File: src/inc/cpr_pkg.sv
// Shared constants and types for the cascaded interrupt priority resolver.
package cpr_pkg;

    // ----------------------------------------------------------------
    // Geometry and fixed wiring
    // ----------------------------------------------------------------
    localparam int NUM_LINES = 8;
    localparam int LINE_W = 3;
    localparam logic [2:0] CASCADE_LINE = 3'h2;
    localparam logic [2:0] CAS_SLAVE_ID = 3'h2;
    localparam logic [2:0] CAS_IDLE = 3'h0;
    localparam logic [2:0] SPURIOUS_LINE = 3'h7;

    // ----------------------------------------------------------------
    // Reset values
    // ----------------------------------------------------------------
    localparam logic [2:0] RESET_LOWEST = 3'h7;
    localparam logic [4:0] RESET_BASE = 5'h04;
    localparam logic [7:0] LINES_NONE = 8'h00;
    localparam logic [7:0] LINES_ALL = 8'hff;

    // ----------------------------------------------------------------
    // Acknowledge sequence and run-time commands
    // ----------------------------------------------------------------
    typedef enum logic [1:0] {
        ACK_IDLE = 2'h0,
        ACK_FIRST = 2'h1,
        ACK_GAP = 2'h3,
        ACK_SECOND = 2'h2
    } cpr_ack_t;

    typedef enum logic [2:0] {
        OP_NONE = 3'h0,
        OP_SPEC_EOI = 3'h1,
        OP_NONSPEC_EOI = 3'h2,
        OP_ROTATE_SPECIFIC = 3'h3,
        OP_AUTO_ROT_ON = 3'h4,
        OP_AUTO_ROT_OFF = 3'h5,
        OP_SMASK_ON = 3'h6,
        OP_SMASK_OFF = 3'h7
    } cpr_op_t;

    typedef struct packed {
        logic edge_mode;
        logic special_nested;
        logic auto_eoi;
        logic [4:0] vector_base;
    } cpr_init_t;

    typedef struct packed {
        logic valid;
        logic to_slave;
        cpr_op_t op;
        logic [2:0] line;
    } cpr_cmd_t;

    typedef struct packed {
        cpr_init_t init;
        logic [7:0] pending;
        logic [7:0] in_service;
        logic [2:0] lowest;
        logic special_mask;
        logic auto_rotate;
    } cpr_ctl_t;

    localparam cpr_init_t INIT_RESET = '{edge_mode: 1'b1, special_nested: 1'b0,
                                         auto_eoi: 1'b0, vector_base: RESET_BASE};
    localparam cpr_ctl_t CTL_RESET = '{init: INIT_RESET, pending: LINES_NONE,
                                       in_service: LINES_NONE, lowest: RESET_LOWEST,
                                       special_mask: 1'b0, auto_rotate: 1'b0};

endpackage

File: src/verilog/cpr_prio_resolve.sv
// Level ordering and eligibility check for one eight-line controller.
`timescale 1ns/100ps
module cpr_prio_resolve #(
    parameter int LINES = cpr_pkg::NUM_LINES
) (
    // Line state
    input wire logic [7:0] req,
    input wire logic [7:0] in_service,
    input wire logic [2:0] lowest,
    // Nesting mode
    input wire logic special_nested,
    input wire logic special_mask,
    // Result
    output logic fwd_valid,
    output logic [2:0] fwd_line,
    output logic top_isr_valid,
    output logic [2:0] top_isr_line
);

    // ----------------------------------------------------------------
    // Elaboration check
    // ----------------------------------------------------------------
    if (LINES != 8) begin : g_bad_lines
        $error("cpr_prio_resolve serves exactly eight lines");
    end

    // ----------------------------------------------------------------
    // Ordering
    // ----------------------------------------------------------------
    // Position 0 is the highest level; the line after the lowest one leads.
    function automatic logic [2:0] level_of(input logic [2:0] ln, input logic [2:0] low);
        return 3'(ln - low - 3'h1);
    endfunction

    logic win_valid;
    logic [2:0] win_line;
    logic allow;

    always_comb begin
        logic [2:0] ln;
        ln = 3'h0;
        win_valid = 1'b0;
        win_line = 3'h0;
        top_isr_valid = 1'b0;
        top_isr_line = 3'h0;
        for (int i = 0; i < LINES; i++) begin
            ln = 3'(lowest + 3'(i) + 3'h1);
            if (!top_isr_valid && in_service[ln]) begin
                top_isr_valid = 1'b1;
                top_isr_line = ln;
            end
            // Under special mask only the lines in service are blocked.
            if (!win_valid && req[ln] && !(special_mask && in_service[ln])) begin
                win_valid = 1'b1;
                win_line = ln;
            end
        end
        if (special_mask || !top_isr_valid) begin
            allow = win_valid;
        end else if (special_nested) begin
            allow = win_valid &&
                    (level_of(win_line, lowest) <= level_of(top_isr_line, lowest));
        end else begin
            allow = win_valid &&
                    (level_of(win_line, lowest) < level_of(top_isr_line, lowest));
        end
        fwd_valid = allow;
        fwd_line = win_line;
    end

endmodule

File: src/verilog/cpr_resolver_top.sv
// Cascaded master and slave interrupt priority resolver with acknowledge sequencing.
`timescale 1ns/100ps
// Behaviour
// - Default order line 0 highest, 7 lowest.
// - Specific rotation makes named line lowest.
// - Auto rotation makes serviced line lowest.
// - Fully nested forwards only strictly higher requests.
// - Slave requests appear on master line 2.
// - Special nested lets equal level preempt too.
// - Special mask blocks only in-service lines.
// - Vector is base in bits 7:3, line number in bits 2:0.
// - Per-line pending, mask, in-service; mask blocks.
// - Master acknowledge clears edge-mode pending, sets in-service.
// - Slave request sets slave and master pending.
// - Selected slave takes acknowledge, supplies vector.
// - Eligibility compares requests against in-service bits.
// - Auto end-of-interrupt only in master.
// - Specific end-of-interrupt clears the named line.
// - Nonspecific end-of-interrupt clears highest in service.
// - Lines are edge-triggered or level-sensitive.
// - Two strobe pulses; master drives cascade select.
module cpr_resolver_top (
    // Clock and reset
    input wire logic CLK,
    input wire logic RST_N,
    // Initialization
    input wire logic INIT_STROBE,
    input wire cpr_pkg::cpr_init_t MASTER_INIT,
    input wire cpr_pkg::cpr_init_t SLAVE_INIT,
    // Run-time control
    input wire cpr_pkg::cpr_cmd_t CMD,
    input wire logic [7:0] MASTER_MASK,
    input wire logic [7:0] SLAVE_MASK,
    // Request lines
    input wire logic [7:0] MASTER_REQUEST_LINE,
    input wire logic [7:0] SLAVE_REQUEST_LINE,
    // Processor core
    input wire logic ACKNOWLEDGE_STROBE_N,
    output logic INT_REQ,
    output logic [2:0] CASCADE_SELECT_BUS,
    output logic CASCADE_DRIVE,
    output logic [7:0] VECTOR,
    output logic VECTOR_VALID,
    // Status
    output logic [7:0] MASTER_PENDING,
    output logic [7:0] MASTER_IN_SERVICE,
    output logic [7:0] SLAVE_PENDING,
    output logic [7:0] SLAVE_IN_SERVICE,
    output logic [2:0] MASTER_LOWEST,
    output logic [2:0] SLAVE_LOWEST
);

    // ----------------------------------------------------------------
    // State
    // ----------------------------------------------------------------
    typedef struct packed {
        cpr_pkg::cpr_ack_t ack;
        logic strobe_prev;
        logic [7:0] m_sync1;
        logic [7:0] m_sync2;
        logic [7:0] m_prev;
        logic [7:0] s_sync1;
        logic [7:0] s_sync2;
        logic [7:0] s_prev;
        cpr_pkg::cpr_ctl_t m;
        cpr_pkg::cpr_ctl_t s;
        logic [2:0] ack_line;
        logic ack_real;
        logic [2:0] cas;
        logic cas_drive;
        logic [7:0] vector;
        logic vector_valid;
        logic int_req;
    } cpr_state_t;

    localparam cpr_state_t STATE_RESET = '{
        ack: cpr_pkg::ACK_IDLE, strobe_prev: 1'b1,
        m_sync1: cpr_pkg::LINES_NONE, m_sync2: cpr_pkg::LINES_NONE,
        m_prev: cpr_pkg::LINES_NONE, s_sync1: cpr_pkg::LINES_NONE,
        s_sync2: cpr_pkg::LINES_NONE, s_prev: cpr_pkg::LINES_NONE,
        m: cpr_pkg::CTL_RESET, s: cpr_pkg::CTL_RESET,
        ack_line: cpr_pkg::SPURIOUS_LINE, ack_real: 1'b0,
        cas: cpr_pkg::CAS_IDLE, cas_drive: 1'b0,
        vector: cpr_pkg::LINES_NONE, vector_valid: 1'b0, int_req: 1'b0};

    cpr_state_t st_ff;
    cpr_state_t nxt_st;

    // ----------------------------------------------------------------
    // Per-controller update
    // ----------------------------------------------------------------
    // Clears are applied before sets, so a request or acknowledge in the same
    // cycle as an ending command is never lost.
    function automatic cpr_pkg::cpr_ctl_t ctl_step(
        input cpr_pkg::cpr_ctl_t c,
        input logic [7:0] raw,
        input logic [7:0] prev,
        input logic take,
        input logic [2:0] take_ln,
        input logic [7:0] clr_mask,
        input logic [2:0] rot_ln,
        input logic cmd_hit,
        input cpr_pkg::cpr_cmd_t cmd
    );
        cpr_pkg::cpr_ctl_t n;
        logic [7:0] held;
        logic [7:0] rise;
        n = c;
        rise = raw & ~prev;
        // Level-sensitive pending drops with the line; edge pending is sticky.
        held = c.pending & (c.init.edge_mode ? cpr_pkg::LINES_ALL : raw);
        if (take) begin
            held[take_ln] = 1'b0;
        end
        n.pending = held | (c.init.edge_mode ? rise : raw);
        n.in_service = c.in_service & ~clr_mask;
        if (clr_mask != cpr_pkg::LINES_NONE && c.auto_rotate) begin
            n.lowest = rot_ln;
        end
        if (take) begin
            n.in_service[take_ln] = 1'b1;
        end
        if (cmd_hit) begin
            unique case (cmd.op)
                cpr_pkg::OP_NONE: ;
                cpr_pkg::OP_SPEC_EOI: ;
                cpr_pkg::OP_NONSPEC_EOI: ;
                cpr_pkg::OP_ROTATE_SPECIFIC: n.lowest = cmd.line;
                cpr_pkg::OP_AUTO_ROT_ON: n.auto_rotate = 1'b1;
                cpr_pkg::OP_AUTO_ROT_OFF: n.auto_rotate = 1'b0;
                cpr_pkg::OP_SMASK_ON: n.special_mask = 1'b1;
                cpr_pkg::OP_SMASK_OFF: n.special_mask = 1'b0;
            endcase
        end
        return n;
    endfunction

    // ----------------------------------------------------------------
    // Priority resolution
    // ----------------------------------------------------------------
    logic s_fwd_valid;
    logic [2:0] s_fwd_line;
    logic s_top_valid;
    logic [2:0] s_top_line;
    logic m_fwd_valid;
    logic [2:0] m_fwd_line;
    logic m_top_valid;
    logic [2:0] m_top_line;
    logic [7:0] m_raw;

    cpr_prio_resolve #(.LINES(cpr_pkg::NUM_LINES)) u_slave_resolve (
        .req(st_ff.s.pending & ~SLAVE_MASK),
        .in_service(st_ff.s.in_service),
        .lowest(st_ff.s.lowest),
        .special_nested(st_ff.s.init.special_nested),
        .special_mask(st_ff.s.special_mask),
        .fwd_valid(s_fwd_valid),
        .fwd_line(s_fwd_line),
        .top_isr_valid(s_top_valid),
        .top_isr_line(s_top_line)
    );

    cpr_prio_resolve #(.LINES(cpr_pkg::NUM_LINES)) u_master_resolve (
        .req(st_ff.m.pending & ~MASTER_MASK),
        .in_service(st_ff.m.in_service),
        .lowest(st_ff.m.lowest),
        .special_nested(st_ff.m.init.special_nested),
        .special_mask(st_ff.m.special_mask),
        .fwd_valid(m_fwd_valid),
        .fwd_line(m_fwd_line),
        .top_isr_valid(m_top_valid),
        .top_isr_line(m_top_line)
    );

    // The slave's forwarded request replaces the pin on master line 2.
    always_comb begin
        m_raw = st_ff.m_sync2;
        m_raw[cpr_pkg::CASCADE_LINE] = s_fwd_valid;
    end

    // ----------------------------------------------------------------
    // Next state
    // ----------------------------------------------------------------
    always_comb begin
        logic fall;
        logic rise;
        logic m_take;
        logic s_take;
        logic [2:0] s_take_ln;
        logic m_hit;
        logic s_hit;
        logic [7:0] m_clr;
        logic [7:0] s_clr;
        logic [2:0] m_rot;
        logic [2:0] s_rot;
        fall = st_ff.strobe_prev & ~ACKNOWLEDGE_STROBE_N;
        rise = ~st_ff.strobe_prev & ACKNOWLEDGE_STROBE_N;
        m_take = 1'b0;
        s_take = 1'b0;
        s_take_ln = s_fwd_line;
        m_hit = CMD.valid && !CMD.to_slave;
        s_hit = CMD.valid && CMD.to_slave;
        m_clr = cpr_pkg::LINES_NONE;
        s_clr = cpr_pkg::LINES_NONE;
        m_rot = m_top_line;
        s_rot = s_top_line;
        nxt_st = st_ff;

        nxt_st.strobe_prev = ACKNOWLEDGE_STROBE_N;
        nxt_st.m_sync1 = MASTER_REQUEST_LINE;
        nxt_st.m_sync2 = st_ff.m_sync1;
        nxt_st.s_sync1 = SLAVE_REQUEST_LINE;
        nxt_st.s_sync2 = st_ff.s_sync1;
        nxt_st.m_prev = m_raw;
        nxt_st.s_prev = st_ff.s_sync2;

        // Acknowledge: first pulse commits the master, second yields the vector.
        unique case (st_ff.ack)
            cpr_pkg::ACK_IDLE: begin
                if (fall) begin
                    nxt_st.ack = cpr_pkg::ACK_FIRST;
                    m_take = m_fwd_valid;
                    nxt_st.ack_real = m_fwd_valid;
                    nxt_st.ack_line = m_fwd_valid ? m_fwd_line : cpr_pkg::SPURIOUS_LINE;
                    nxt_st.cas_drive = 1'b1;
                    nxt_st.cas = (m_fwd_valid && m_fwd_line == cpr_pkg::CASCADE_LINE) ?
                                 cpr_pkg::CAS_SLAVE_ID : cpr_pkg::CAS_IDLE;
                end
            end
            cpr_pkg::ACK_FIRST: begin
                if (rise) begin
                    nxt_st.ack = cpr_pkg::ACK_GAP;
                end
            end
            cpr_pkg::ACK_GAP: begin
                if (fall) begin
                    nxt_st.ack = cpr_pkg::ACK_SECOND;
                    nxt_st.vector_valid = 1'b1;
                    if (st_ff.cas == cpr_pkg::CAS_SLAVE_ID) begin
                        s_take = s_fwd_valid;
                        s_take_ln = s_fwd_line;
                        nxt_st.vector = {st_ff.s.init.vector_base,
                                         s_fwd_valid ? s_fwd_line :
                                         cpr_pkg::SPURIOUS_LINE};
                    end else begin
                        nxt_st.vector = {st_ff.m.init.vector_base, st_ff.ack_line};
                    end
                end
            end
            cpr_pkg::ACK_SECOND: begin
                if (rise) begin
                    nxt_st.ack = cpr_pkg::ACK_IDLE;
                    nxt_st.vector_valid = 1'b0;
                    nxt_st.cas_drive = 1'b0;
                    nxt_st.cas = cpr_pkg::CAS_IDLE;
                    // Only the master ends its own interrupts automatically.
                    if (st_ff.m.init.auto_eoi && st_ff.ack_real) begin
                        m_clr[st_ff.ack_line] = 1'b1;
                        m_rot = st_ff.ack_line;
                    end
                end
            end
        endcase

        // Ending commands share the clear mask with the automatic ending.
        if (m_hit && CMD.op == cpr_pkg::OP_SPEC_EOI) begin
            m_clr[CMD.line] = 1'b1;
            m_rot = CMD.line;
        end else if (m_hit && CMD.op == cpr_pkg::OP_NONSPEC_EOI && m_top_valid) begin
            m_clr[m_top_line] = 1'b1;
        end
        if (s_hit && CMD.op == cpr_pkg::OP_SPEC_EOI) begin
            s_clr[CMD.line] = 1'b1;
            s_rot = CMD.line;
        end else if (s_hit && CMD.op == cpr_pkg::OP_NONSPEC_EOI && s_top_valid) begin
            s_clr[s_top_line] = 1'b1;
        end

        nxt_st.m = ctl_step(st_ff.m, m_raw, st_ff.m_prev, m_take, m_fwd_line,
                            m_clr, m_rot, m_hit, CMD);
        nxt_st.s = ctl_step(st_ff.s, st_ff.s_sync2, st_ff.s_prev, s_take, s_take_ln,
                            s_clr, s_rot, s_hit, CMD);

        nxt_st.int_req = m_fwd_valid;

        // Initialization restores default ordering and takes the new modes.
        if (INIT_STROBE) begin
            nxt_st.m = cpr_pkg::CTL_RESET;
            nxt_st.s = cpr_pkg::CTL_RESET;
            nxt_st.m.init = MASTER_INIT;
            nxt_st.s.init = SLAVE_INIT;
            nxt_st.s.init.auto_eoi = 1'b0;
            nxt_st.int_req = 1'b0;
        end
    end

    // ----------------------------------------------------------------
    // Registers
    // ----------------------------------------------------------------
    always_ff @(posedge CLK) begin
        if (!RST_N) begin
            st_ff <= STATE_RESET;
        end else begin
            st_ff <= nxt_st;
        end
    end

    // ----------------------------------------------------------------
    // Outputs
    // ----------------------------------------------------------------
    assign INT_REQ = st_ff.int_req;
    assign CASCADE_SELECT_BUS = st_ff.cas;
    assign CASCADE_DRIVE = st_ff.cas_drive;
    assign VECTOR = st_ff.vector;
    assign VECTOR_VALID = st_ff.vector_valid;
    assign MASTER_PENDING = st_ff.m.pending;
    assign MASTER_IN_SERVICE = st_ff.m.in_service;
    assign SLAVE_PENDING = st_ff.s.pending;
    assign SLAVE_IN_SERVICE = st_ff.s.in_service;
    assign MASTER_LOWEST = st_ff.m.lowest;
    assign SLAVE_LOWEST = st_ff.s.lowest;

endmodule

File: config.mk
export PLATFORM = sky130hd
export DESIGN_NAME = cpr_resolver_top
export DESIGN_NICKNAME = d
export VERILOG_FILES = /design/src/inc/cpr_pkg.sv /design/src/verilog/cpr_prio_resolve.sv /design/src/verilog/cpr_resolver_top.sv
export SDC_FILE = /design/constraint.sdc
export NUM_CORES = 1
export LEC_CHECK = 0
export ABC_AREA = 1
export BUFFER_PORTS_ARGS = -buffer_cell sky130_fd_sc_hd__buf_4
export CORE_MARGIN = 5
export CORE_UTILIZATION = 35
export DETAILED_ROUTE_END_ITERATION = 12
export GPL_ROUTABILITY_DRIVEN = 1
export PLACE_DENSITY_LB_ADDON = 0.08
export SETUP_SLACK_MARGIN = 0.02
export SLEW_MARGIN = 30
export SYNTH_ARGS = -nofsm -noshare
export SYNTH_HDL_FRONTEND = slang
export SYNTH_SLANG_ARGS = --single-unit
File: constraint.sdc
create_clock -name CLK -period 7.5 [get_ports CLK]
set_input_delay 1.5 -clock CLK [delete_from_list [all_inputs] [get_ports CLK]]
set_output_delay 1.5 -clock CLK [all_outputs]
set_load 0.02 [all_outputs]
* Word level (Yosys, flattened, before mapping) *
Index checks and enable logic that the tools add are counted.

cells by class
  reduce and logical (&&, ||, !) cells = 148
  equal/unequal tests = 16
  multiplexer cells = 192
  add/sub/neg operators = 36
  bitwise logic cells = 29
  order comparisons = 32

operators with widths
  operator                                                                              number
  3-bit 2-to-1 mux                                                                      43
  8-bit 2-to-1 mux                                                                      16
  1-bit binary-select mux with 3-bit select                                             32
  3-bit by 4-bit less-than comparator with 1-bit output (second input constant)         22
  1-bit logical AND                                                                     82
  1-bit 2-to-1 mux                                                                      81
  8-bit AND                                                                             10
  8-bit NOT                                                                             8
  3-bit by 1-bit adder with 3-bit output (second input constant)                        16
  8-bit bitwise OR                                                                      6
  1-bit logical NOT                                                                     47
  3-bit adder (second input constant)                                                   8
  1-bit demux with 3-bit select                                                         6
  3-bit by 1-bit greater-or-equal comparator with 1-bit output (second input constant)  6
  8-bit nonzero test                                                                    2
  3-bit by 2-bit adder with 3-bit output (second input constant)                        4
  3-bit by 2-bit equality test with 1-bit output (second input constant)                4
  3-bit equality test (second input constant)                                           4
  2-bit AND reduction                                                                   6
  3-bit by 1-bit subtractor with 3-bit output (second input constant)                   4
  3-bit subtractor                                                                      4
  2-bit 2-to-1 mux                                                                      5
  5-bit 2-to-1 mux                                                                      2
  4-bit 2-to-1 mux                                                                      2
  17 further kinds                                                                      33

word-level totals
  bits of input ports = 60
  output and inout port bits = 52
  register bits = 126
  logic and storage cells = 485

* Logic depth before layout (Yosys ltp) *
Gate-level depths: netlist of the first run.

  word-level depth = 46
  depth in mapped cells = 38
  depth with buffers taken out = 36

* Cells and area by module *
A second synthesis of the first run with hierarchy kept.

second synthesis, totals
  cells, all modules = 1501
  area total of the unflattened synthesis = 9112.5 µm²

by module, submodules not included
  module            instances  cells an instance  sequential area each (µm²)  area each (µm²)
  cpr_resolver_top  1          813                2442.3                      5551.6
  cpr_prio_resolve  2          344                0.0                         1780.5

* Least setup slack after synthesis of the first run *
No wires, ideal clock.

  kind = in2reg
  from = in SLAVE_MASK[3]
  to = reg st_ff (netlist bit SLAVE_PENDING[1])
  slack = 2.488 ns
  required time = 7.368 ns
  library setup time = 0.132 ns
  arrival time = 4.880 ns
  path buffers = 0
  stages = 30
  cell sequence = nor2_1 o21ai_0 nand2_1 nand2_1 nand2_1 nand2_1 a21oi_1 nor2_1 nand2_1 nor2_4 nand2_2 a21oi_4 nand3_2 clkinv_1 nand2_1 nand2_2 inv_1 fa_1 xor2_1 ha_1 nand2_1 nor2_1 a211oi_1 a41oi_1 nand3_1 nand4_1 nor2_2 nand3_1 nand2_1 a21oi_1

on the way
  cells in the longest elaborated chain, start to end = 45
  elaborated cells on any way between the ends = 76
  classes of those cells = 2 x add/sub; 4 x order compare; 40 x mux; 5 x bitwise; 25 x reduce/logical

RTL lines
  what                                         RTL line                                        text
  start, declared                              cpr_resolver_top.sv:33                          input wire logic [7:0] SLAVE_MASK,
  8-bit NOT (*)                                cpr_resolver_top.sv:152                         .req(st_ff.s.pending & ~SLAVE_MASK),
  8-bit AND (*)                                cpr_resolver_top.sv:152
  1-bit binary-select mux with 3-bit select    cpr_prio_resolve.sv:53                          if (!win_valid && req[ln] && !(special_mask && in_service[ln])) begin
  1-bit 2-to-1 mux (not written as such)       cpr_prio_resolve.sv:53
  1-bit logical AND                            cpr_prio_resolve.sv:53
  1-bit 2-to-1 mux                             cpr_prio_resolve.sv:53
  1-bit logical NOT                            cpr_prio_resolve.sv:53
  1-bit logical AND (2 in series)              cpr_prio_resolve.sv:53
  [... 28 more ...]                            -
  1-bit logical AND, on equally long branches  cpr_prio_resolve.sv:64, cpr_prio_resolve.sv:61
  1-bit 2-to-1 mux                             cpr_prio_resolve.sv:60                          end else if (special_nested) begin
  1-bit 2-to-1 mux                             cpr_prio_resolve.sv:58                          if (special_mask || !top_isr_valid) begin
  1-bit 2-to-1 mux                             cpr_resolver_top.sv:239                         if (st_ff.cas == cpr_pkg::CAS_SLAVE_ID) begin
  1-bit 2-to-1 mux                             cpr_resolver_top.sv:236                         if (fall) begin
  1-bit 2-to-1 mux                             cpr_resolver_top.sv:218                         unique case (st_ff.ack)
  8-bit 2-to-1 mux (*)                         cpr_resolver_top.sv:112                         if (take) begin
  8-bit bitwise OR (*)                         cpr_resolver_top.sv:115                         n.pending = held | (c.init.edge_mode ? rise : raw);
  end signal, assigned                         cpr_resolver_top.sv:304                         st_ff <= nxt_st;
  end, declared                                cpr_resolver_top.sv:86                          cpr_state_t st_ff;

Every way passes the cells marked *; elsewhere a longest branch is shown, timed or not. The select of a mux whose other input is x is not followed.
A chain may end at the register's enable or synchronous reset.

* Final worst setup path of the first run *
  from = reg st_ff (netlist bit MASTER_LOWEST[1])
  to = reg st_ff (netlist bit MASTER_PENDING[3])

on the way
  cells in the longest elaborated chain, start to end = 45
  elaborated cells on any way between the ends = 153
  classes of those cells = 18 x add/sub; 4 x order compare; 71 x mux; 3 x bitwise; 57 x reduce/logical

RTL lines
  what                                                                                             RTL line
  parallel branches: the longest is 43 deep, another holds 3-bit by 1-bit adder with 3-bit output  -
  8-bit 2-to-1 mux (*)                                                                             cpr_resolver_top.sv:112
  8-bit bitwise OR (*)                                                                             cpr_resolver_top.sv:115

Every way passes the cells marked *. The select of a mux whose other input is x is not followed.

==> results.sh, run 1 <==
export IMPL_htree_levels=4
export IMPL_wirelength_mm=26.6
export IMPL_synth_xor_area_share=0.0181
export IMPL_worstSetupEndpointType="register"
export IMPL_yosys_area_share_simple=0.409
export IMPL_core_sq_um=25000
export IMPL_die_area_sq_um=28500
export IMPL_final_common_cell="nand2_1"
export IMPL_cts_clk_slew_worst_paths_ns=0.07
export IMPL_crit_path_start="MASTER_LOWEST[1]"
export IMPL_place_hpwl_mm=20.1
export IMPL_hold_end="nxt_st[80]"
export IMPL_p_leak_nw=5.17
export IMPL_fin_util=0.405
export IMPL_holdBufCountCts=0
export IMPL_peakVddDrop_uv=118
export IMPL_dr_pass1_iters=5
export IMPL_ff2ff_setup_slack_ns=1.80
export IMPL_via_per_inst=4.76
export IMPL_fin_hold_ws_ns=0.408
export IMPL_worst_path_buf_inv=5
export IMPL_cts_setup_buffers=0
export IMPL_die_w_um=169
export IMPL_synth_async_reset_ratio=0
export IMPL_port_buffers=107
export IMPL_rsz0062_at_grt="false"
export IMPL_synth_edf_count=0
export IMPL_relSlewSlack=0.425
export IMPL_grt_pass1_wl_mm=42.9
export IMPL_regArea_sq_um=2440
export IMPL_cts_root_buf="clkbuf_16"
export IMPL_ys_seq_area_frac=0.276
export IMPL_drive_gt1_frac=0.142
export IMPL_crit_required_ns=7.77
export IMPL_synth_cell_types=50
export IMPL_r2r_start="MASTER_LOWEST[1]"
export IMPL_total_power_mw=1.83
export IMPL_r2r_end="MASTER_PENDING[3]"
export IMPL_holdPathStages=2
export IMPL_fillerInstances=2805
export IMPL_fin_skew_ns=0.0112
export IMPL_r2r_cells=35
export IMPL_synth_main_ff_cell="dfxtp_1"
export IMPL_worstPathArrival_ns=5.96
export IMPL_antenna_found_initial=0
export IMPL_syn_inst=1450
export IMPL_via_count=8750
export IMPL_synth_area_mux_share=0.00226
export IMPL_worst_slack_ns=1.80
export IMPL_fin_tns_setup_ns=0
export IMPL_place_inst=1805
export IMPL_critPathMaxFanout=18
export IMPL_wl_per_cell_um=14.5
export IMPL_status="finished, final reports clean"
export IMPL_row_count=58
export IMPL_setup_viol=0
export IMPL_dieHeight_um=169
export IMPL_ctsResizeCount=0
export IMPL_grt_pass1_vias=8025
export IMPL_synth_ff_latch_count=122
export IMPL_yosysWarnings=0
export IMPL_clk_path_buf_depth=2
export IMPL_cpMostUsedCell="nand2_1"
export IMPL_gr_total_overflow=0
export IMPL_ioPinCount=112
export IMPL_path_class="register to register"
export IMPL_synth_top_family_by_area="simple AND/OR/NAND/NOR gates"
export IMPL_grt_max_degree=72
export IMPL_drt_first_iter_violations=704
export IMPL_start_util=0.353
export IMPL_postPlaceCellArea_sq_um=9520
export IMPL_nets=1574
export IMPL_dpl_worst_slack_ns=1.56
export IMPL_syn_avg_cell_area_sq_um=6.10
export IMPL_cts_num_sinks=122
export IMPL_ant_nets=0
export IMPL_drv_slew=0
export IMPL_tightest_slew_ns=0.859
export IMPL_drc=0
export IMPL_crit_family="simple AND/OR/NAND/NOR gates"
export IMPL_synth_compound_area_share=0.114
export IMPL_synthAdderAreaFrac=0.0317
export IMPL_final_cell_mix="nand2_1, inv_1, nor2_1"
export IMPL_min_period_ns=5.70
export IMPL_hp_start="nxt_st[88]"
export IMPL_hold_class="register to register"
export IMPL_max_freq_ghz=0.176
export IMPL_gp_congestion=0.898
export IMPL_final_area_sq_um=10100
export IMPL_area_growth_pct=14.7
export IMPL_clkLatencyLatePin_ns=0.41
export IMPL_final_instance_count_excl_fill=1837
export IMPL_cts_tree="yes"
export IMPL_cts_made_buffers=17
export IMPL_cp_start_kind="register"
export IMPL_period_share=0.759
export IMPL_crit_slowest_cell="xnor2_2"
export IMPL_antenna_cells=0
export IMPL_grt_use_total=0.185
export IMPL_cp_slowest_stage_delay_ns=0.39
export IMPL_syn_area_sq_um=8840
export IMPL_powerDensity_nw_per_um2=181
export IMPL_multi_input_area_sq_um=5090
export IMPL_drv_cap=0
export IMPL_hold_viol=0
[power breakdown]
part           total [mW]  internal [mW]  switching [mW]
registers           0.690          0.672          0.0179
clock network       0.881          0.541           0.340
logic               0.260         0.0938           0.166
total                1.83           1.31           0.524
[routing by layer]
layer | vias to the layer above | global-route usage | share of wire
met1 | 3947 | 0.276 | 0.52
met5 | - | 0 | 0
met3 | 13 | 0.0364 | 0.048
met2 | 178 | 0.278 | 0.43
met4 | 0 | 0.0339 | 0.0067
li1 | 4612 | - | -
[area by class of cell]
cell class,count,area share
Clock buffer,18,0.0433
Clock inverter,14,0.0183
Inverter,189,0.0702
Multi-Input combinational cell,1049,0.502
Sequential cell,122,0.241
Tap cell,330,0.0407
Timing Repair Buffer,115,0.0851
[registers in the layout, indices dropped and copies added, names as in the netlist, 3 cells and up]
signal,flops
st_ff,42
nxt_st,23
MASTER_IN_SERVICE,8
MASTER_PENDING,8
SLAVE_IN_SERVICE,8
SLAVE_PENDING,8
VECTOR,8
m_raw,7
MASTER_LOWEST,3
SLAVE_LOWEST,3
[Yosys cell counts, drive strengths merged (3+ instances only)]
library cell | number | area share
fa | 4 | 0.0091
a31oi | 8 | 0.0071
o21a | 5 | 0.0042
a21oi | 67 | 0.040
buf | 66 | 0.057
nor2 | 170 | 0.079
xor2 | 11 | 0.013
clkinv | 4 | 0.0017
xnor2 | 3 | 0.0047
nand4 | 28 | 0.025
clkbuf | 25 | 0.011
inv | 185 | 0.079
dfxtp | 122 | 0.28
o21ai | 72 | 0.042
o22ai | 8 | 0.0057
nand3 | 113 | 0.072
nand2 | 502 | 0.22
a211oi | 4 | 0.0040
ha | 16 | 0.023
nor3 | 20 | 0.011
nand3b | 4 | 0.0034
o211ai | 3 | 0.0037
[logic make-up (layout without fill, tap and decap cells)]
family,after synthesis,count (layout)
compound gates,174,174
xor+xnor,14,14
fa+ha+maj,20,20
buf+inv,280,336
flops,122,122
mux,2,2
other cells,1,2
simple gates,837,837
[worst max path at each step]
stage / to / slack [ns] / cells past startpoint
global route: SLAVE_PENDING[1] / 1.23 / 35
CTS: MASTER_PENDING[3] / 1.80 / 35
finish: MASTER_PENDING[3] / 1.80 / 35
floorplan: SLAVE_PENDING[1] / 2.49 / 30
global placement: SLAVE_PENDING[1] / 1.56 / 31
detailed placement: SLAVE_PENDING[1] / 1.56 / 31
[worst register-to-register path, delay by kind of cell (launching register included)]
family | cells | cell delay (ns)
AND/OR/NAND/NOR | 20 | 1.98
adder cells (fa/ha/maj) | 4 | 1.24
buffers and inverters | 5 | 0.94
XOR/XNOR | 2 | 0.56
AO/OA/AOI/OAI | 4 | 0.51
flip-flops | 1 | 0.31
Note: power is estimated with default switching activity, not from simulation.
==> run 2: changes to the inputs <==
==> constraint.sdc (replaced) <==
create_clock -name CLK -period 5.9 [get_ports CLK]
set_input_delay 1.18 -clock CLK [delete_from_list [all_inputs] [get_ports CLK]]
set_output_delay 1.18 -clock CLK [all_outputs]
set_load 0.02 [all_outputs]
==> run 2 against run 1 <==
Effect of this change: core utilization up 0.22 points; flip-flop and latch count unchanged; first-iteration DRC count up 16%; via count up 0.33%; global-route usage up 0.14 points; setup slack worse by 1.3 ns; clock skew about the same; worst hold slack worse by 0.00060 ns; critical endpoint is now MASTER_PENDING[7]; largest power group unchanged.
==> results.sh, run 2 (synthesis gave the netlist of run 1 again) <==
export IMPL_regMostFlops="st_ff"
export IMPL_final_common_cell="nand2_1"
export IMPL_area_growth_pct=15.4
export IMPL_cts_setup_buffers=0
export IMPL_crit_path_start="MASTER_LOWEST[0]"
export IMPL_holdBufCountCts=0
export IMPL_rsz0062_at_grt="false"
export IMPL_crit_slowest_cell="ha_1"
export IMPL_drive_gt1_frac=0.145
export IMPL_cts_num_sinks=122
export IMPL_powerDensity_nw_per_um2=230
export IMPL_gr_total_overflow=0
export IMPL_grt_max_degree=72
export IMPL_p_int_mw=1.69
export IMPL_cts_tree="yes"
export IMPL_hold_viol=0
export IMPL_htree_levels=4
export IMPL_hp_start="nxt_st[109]"
export IMPL_final_cell_mix="nand2_1, inv_1, nor2_1"
export IMPL_drv_cap=0
export IMPL_grt_pass1_vias=8238
export IMPL_ff2ff_setup_slack_ns=0.52
export IMPL_netSwitchingFraction=0.277
export IMPL_hold_class="register to register"
export IMPL_wirelength_mm=26.6
export IMPL_worstPathArrival_ns=5.64
export IMPL_antenna_found_initial=0
export IMPL_die_area_sq_um=28500
export IMPL_setup_viol=0
export IMPL_total_power_mw=2.35
export IMPL_row_count=58
export IMPL_grt_use_total=0.186
export IMPL_cpMostUsedCell="nand2_1"
export IMPL_relSlewSlack=0.466
export IMPL_max_freq_ghz=0.186
export IMPL_r2r_start="MASTER_LOWEST[0]"
export IMPL_clk_path_buf_depth=2
export IMPL_port_buffers=107
export IMPL_start_util=0.353
export IMPL_drc=0
export IMPL_switching_power_uw=651
export IMPL_ioPinCount=112
export IMPL_crit_required_ns=6.16
export IMPL_cts_clk_slew_worst_paths_ns=0.06
export IMPL_core_sq_um=25000
export IMPL_largest_register_ffs=42
export IMPL_dr_pass1_iters=5
export IMPL_drt_first_iter_violations=815
export IMPL_gp_congestion=0.885
export IMPL_fin_skew_ns=0.0109
export IMPL_r2r_cells=31
export IMPL_nets=1580
export IMPL_worstSetupEndpointType="register"
export IMPL_ctsResizeCount=0
export IMPL_antenna_cells=0
export IMPL_period_share=0.911
export IMPL_peakVddDrop_uv=161
export IMPL_pwr_share_clk=0.485
export IMPL_p_leak_nw=5.19
export IMPL_cp_slowest_stage_delay_ns=0.54
export IMPL_pwr_share_seq=0.374
export IMPL_place_hpwl_mm=20.3
export IMPL_place_inst=1811
export IMPL_die_w_um=169
export IMPL_min_period_ns=5.38
export IMPL_cts_root_buf="clkbuf_16"
export IMPL_cts_made_buffers=17
export IMPL_fin_tns_setup_ns=0
export IMPL_wl_per_cell_um=14.4
export IMPL_ant_nets=0
export IMPL_via_per_inst=4.77
export IMPL_cp_start_kind="register"
export IMPL_r2r_end="MASTER_PENDING[7]"
export IMPL_drv_slew=0
export IMPL_via_count=8779
export IMPL_dieHeight_um=169
export IMPL_tightest_slew_ns=0.798
export IMPL_final_instance_count_excl_fill=1842
export IMPL_fin_hold_ws_ns=0.407
export IMPL_critPathMaxFanout=13
export IMPL_combinationalPowerShare=0.142
export IMPL_clkLatencyLatePin_ns=0.41
export IMPL_endpoint="MASTER_PENDING[7]"
export IMPL_path_class="register to register"
export IMPL_status="finished, final reports clean"
export IMPL_grt_pass1_wl_mm=43.2
-- run 2: cell types whose count changed in the layout (fill, tap and decap cells not counted) --
cell / change
bufinv_16: +1
clkinvlp_4: +2
inv_6: -5
clkinv_4: +1
buf_4: +6
-- run 2: metal layers --
layer,wire length [um],part of all wire,vias up,global-route usage
li1,-,-,4619,-
met2,11100,0.42,231,0.274
met4,259,0.0097,0,0.0392
met3,1750,0.066,21,0.0399
met1,13500,0.51,3908,0.279
met5,0,0,-,0
-- run 2: power by group through the flow --
stage / sequential, mW / combinational (mW) / clock [mW]
after detailed placement: 0.895 / 0.331 / 0
after global routing: 0.880 / 0.378 / 1.20
final: 0.876 / 0.333 / 1.14
after CTS: 0.877 / 0.333 / 1.16
after global placement: 0.894 / 0.329 / 0
after floorplan: 0.885 / 0.240 / 0
-- run 2: per-stage QoR --
stage          utilization  setup slack [ns]  area (sq um)
2_1_floorplan            -              1.06          8840
3_3_place_gp         0.382             0.345          9560
3_5_place_dp         0.382             0.341          9560
4_1_cts              0.407             0.538         10200
5_1_grt              0.407            0.0398         10200
6_report             0.407             0.524         10200
-- run 2: worst min path at each step --
stage	endpoint	slack, ns	cells past startpoint
final	m_raw[1]	0.41	2
after detailed placement	m_raw[5]	0.40	2
after global placement	nxt_st[81]	0.39	2
after CTS	m_raw[1]	0.41	2
after floorplan	m_raw[0]	0.39	2
after global routing	m_raw[1]	0.43	2
-- run 2: layout make-up --
| class | instances | area (sq um) |
|---|---|---|
| Clock buffer | 18 | 439 |
| Clock inverter | 13 | 195 |
| Fill cell | 2791 | 14800 |
| Inverter | 189 | 712 |
| Multi-Input combinational cell | 1049 | 5090 |
| Sequential cell | 122 | 2440 |
| Tap cell | 330 | 413 |
| Timing Repair Buffer | 121 | 908 |
-- run 2: critical path: cells and delay by family (launching register included) --
family,cells,cell delay (ns)
xor gates and xnor gates,1,0.17
buffers and inverters,4,0.40
DFF,1,0.41
adders and majority gates,4,1.47
AOI/OAI and AO/OA,5,0.80
and+or+nand+nor,17,1.93
==> run 3: changes to the inputs <==
--- a/config.mk
+++ b/config.mk
@@ -7,11 +7,13 @@
 export LEC_CHECK = 0
 export ABC_AREA = 1
 export BUFFER_PORTS_ARGS = -buffer_cell sky130_fd_sc_hd__buf_4
-export CORE_MARGIN = 5
+export CORE_MARGIN = 10
 export CORE_UTILIZATION = 35
+export CTS_BUF_LIST = sky130_fd_sc_hd__clkbuf_4 sky130_fd_sc_hd__clkbuf_8 sky130_fd_sc_hd__clkbuf_16
 export DETAILED_ROUTE_END_ITERATION = 12
 export GPL_ROUTABILITY_DRIVEN = 1
 export PLACE_DENSITY_LB_ADDON = 0.08
+export REMOVE_ABC_BUFFERS = 1
 export SETUP_SLACK_MARGIN = 0.02
 export SLEW_MARGIN = 30
 export SYNTH_ARGS = -nofsm -noshare
==> run 3 against run 2 <==
Effect of this change: global-route usage fell by 1.3 points; maximum frequency up 1.7%; highest routed layer unchanged; clock-buffer cell count shrank 1; critical endpoint is now SLAVE_PENDING[5]; cell count grew 0.33%; clock power is essentially flat.
==> results.sh, run 3 (synthesis gave the netlist of run 1 again) <==
export IMPL_status="finished, final reports clean"
export IMPL_antenna_found_initial=0
export IMPL_min_period_ns=5.29
export IMPL_largest_register_ffs=42
export IMPL_cp_slowest_stage_delay_ns=0.41
export IMPL_cts_tree="yes"
export IMPL_clkLatencyLatePin_ns=0.42
export IMPL_final_cell_mix="nand2_1, inv_1, nor2_1"
export IMPL_final_instance_count_excl_fill=1848
export IMPL_cts_root_buf="clkbuf_16"
export IMPL_gr_total_overflow=0
export IMPL_holdBufCountCts=0
export IMPL_wl_met2_mm=11.7
export IMPL_grt_pass1_vias=8269
export IMPL_port_buffers=107
export IMPL_gp_congestion=0.908
export IMPL_top_layer="met4"
export IMPL_hp_start="nxt_st[115]"
export IMPL_wl_met3_mm=1.45
export IMPL_r2r_end="SLAVE_PENDING[5]"
export IMPL_clk_path_buf_depth=2
export IMPL_start_util=0.353
export IMPL_crit_slowest_cell="fa_1"
export IMPL_nets=1585
export IMPL_cpMostUsedCell="nand2_1"
export IMPL_die_area_sq_um=32000
export IMPL_drv_cap=0
export IMPL_p_leak_nw=5.23
export IMPL_grt_max_degree=71
export IMPL_path_class="register to register"
export IMPL_powerDensity_nw_per_um2=229
export IMPL_crit_required_ns=6.18
export IMPL_final_area_sq_um=10200
export IMPL_dr_pass1_iters=5
export IMPL_grt_use_total=0.173
export IMPL_area_growth_pct=15.8
export IMPL_place_hpwl_mm=21.1
export IMPL_wirelength_mm=27.5
export IMPL_grt_pass1_wl_mm=44.1
export IMPL_worstPathArrival_ns=5.57
export IMPL_crit_family="simple AND/OR/NAND/NOR gates"
export IMPL_worst_path_buf_inv=3
export IMPL_drive_gt1_frac=0.148
export IMPL_cp_depth=32
export IMPL_cts_clk_slew_worst_paths_ns=0.07
export IMPL_die_w_um=179
export IMPL_final_common_cell="nand2_1"
export IMPL_max_freq_ghz=0.189
export IMPL_worstSetupEndpointType="register"
export IMPL_via_per_inst=4.76
export IMPL_setup_viol=0
export IMPL_fin_tns_setup_ns=0
export IMPL_via_count=8797
export IMPL_regMostFlops="st_ff"
export IMPL_ioPinCount=112
export IMPL_wl_per_cell_um=14.9
export IMPL_holdPathStages=2
export IMPL_dieHeight_um=179
export IMPL_drc=0
export IMPL_r2r_start="SLAVE_LOWEST[0]"
export IMPL_fin_skew_ns=0.00749
export IMPL_hold_class="register to register"
export IMPL_tightest_slew_ns=0.797
export IMPL_cp_start_kind="register"
export IMPL_hold_viol=0
export IMPL_ctsResizeCount=0
export IMPL_fin_hold_ws_ns=0.410
export IMPL_row_count=58
export IMPL_core_sq_um=25000
export IMPL_cts_num_sinks=122
export IMPL_drv_slew=0
export IMPL_antenna_cells=0
export IMPL_period_share=0.896
export IMPL_place_inst=1816
export IMPL_ff2ff_setup_slack_ns=0.61
export IMPL_r2r_cells=32
export IMPL_peakVddDrop_uv=173
export IMPL_postPlaceCellArea_sq_um=9600
export IMPL_relSlewSlack=0.467
export IMPL_rsz0062_at_grt="false"
export IMPL_cts_setup_buffers=0
export IMPL_drt_first_iter_violations=530
export IMPL_htree_levels=4
export IMPL_ant_nets=0
export IMPL_hold_end="m_raw[7]"
export IMPL_routedLengthMet1_mm=14.1
export IMPL_cts_made_buffers=17
export IMPL_critPathMaxFanout=33
run 3: changes by cell type in the layout (fill, tap and decap cells not counted):
cell	change
inv_8	+5
buf_4	+4
clkinv_4	-4
inv_6	+4
clkinvlp_4	-3
buf_6	+1
bufinv_16	-1
clkbuf_8	-1
clkinv_2	+1
run 3: layer usage:
layer,GRT usage,up-vias
li1,-,4641
met1,0.249,3948
met2,0.256,191
met3,0.0337,17
met4,0.0472,0
met5,0,-
run 3: worst register-to-register path: cells and delay by family (launching register included):
family	cells	cell delay, ns
XOR/XNOR	1	0.17
buffers and inverters	3	0.43
flip-flops	1	0.36
adder cells (fa/ha/maj)	3	0.98
AND/OR/NAND/NOR	20	2.61
AO/OA/AOI/OAI	5	0.61
run 3: area by class of cell:
class                   count  area, sq um
fillers                  2774        14800
well taps                 330          413
clock buffers              17          425
multi-input cells        1049         5090
inverters                 189          712
repair buffers            126          950
flip-flops and latches    122         2440
clock inverters            15          204
run 3: where the power goes:
part | internal, mW | total (mW) | switching, mW
Clock | 0.685 | 1.13 | 0.446
Sequential | 0.854 | 0.876 | 0.0216
Combinational | 0.121 | 0.333 | 0.212
Total | 1.66 | 2.34 | 0.679
run 3: how the worst max path moves through the flow:
stage | to | from | slack [ns]
3_3_place_gp | SLAVE_PENDING[5] | SLAVE_MASK[3] | 0.35
2_1_floorplan | SLAVE_PENDING[1] | SLAVE_LOWEST[0] | 0.27
6_report | SLAVE_PENDING[5] | SLAVE_LOWEST[0] | 0.61
5_1_grt | SLAVE_PENDING[1] | SLAVE_LOWEST[0] | 0.03
4_1_cts | SLAVE_PENDING[5] | SLAVE_LOWEST[0] | 0.54
3_5_place_dp | SLAVE_PENDING[5] | SLAVE_MASK[3] | 0.32
run 3: stage by stage:
step | utilization | total power, mW | setup WS [ns]
after floorplan | - | 1.11 | 0.267
after global placement | 0.383 | 1.22 | 0.352
after detailed placement | 0.383 | 1.23 | 0.320
after CTS | 0.409 | 2.37 | 0.543
after global routing | 0.409 | 2.46 | 0.0341
final | 0.409 | 2.34 | 0.612
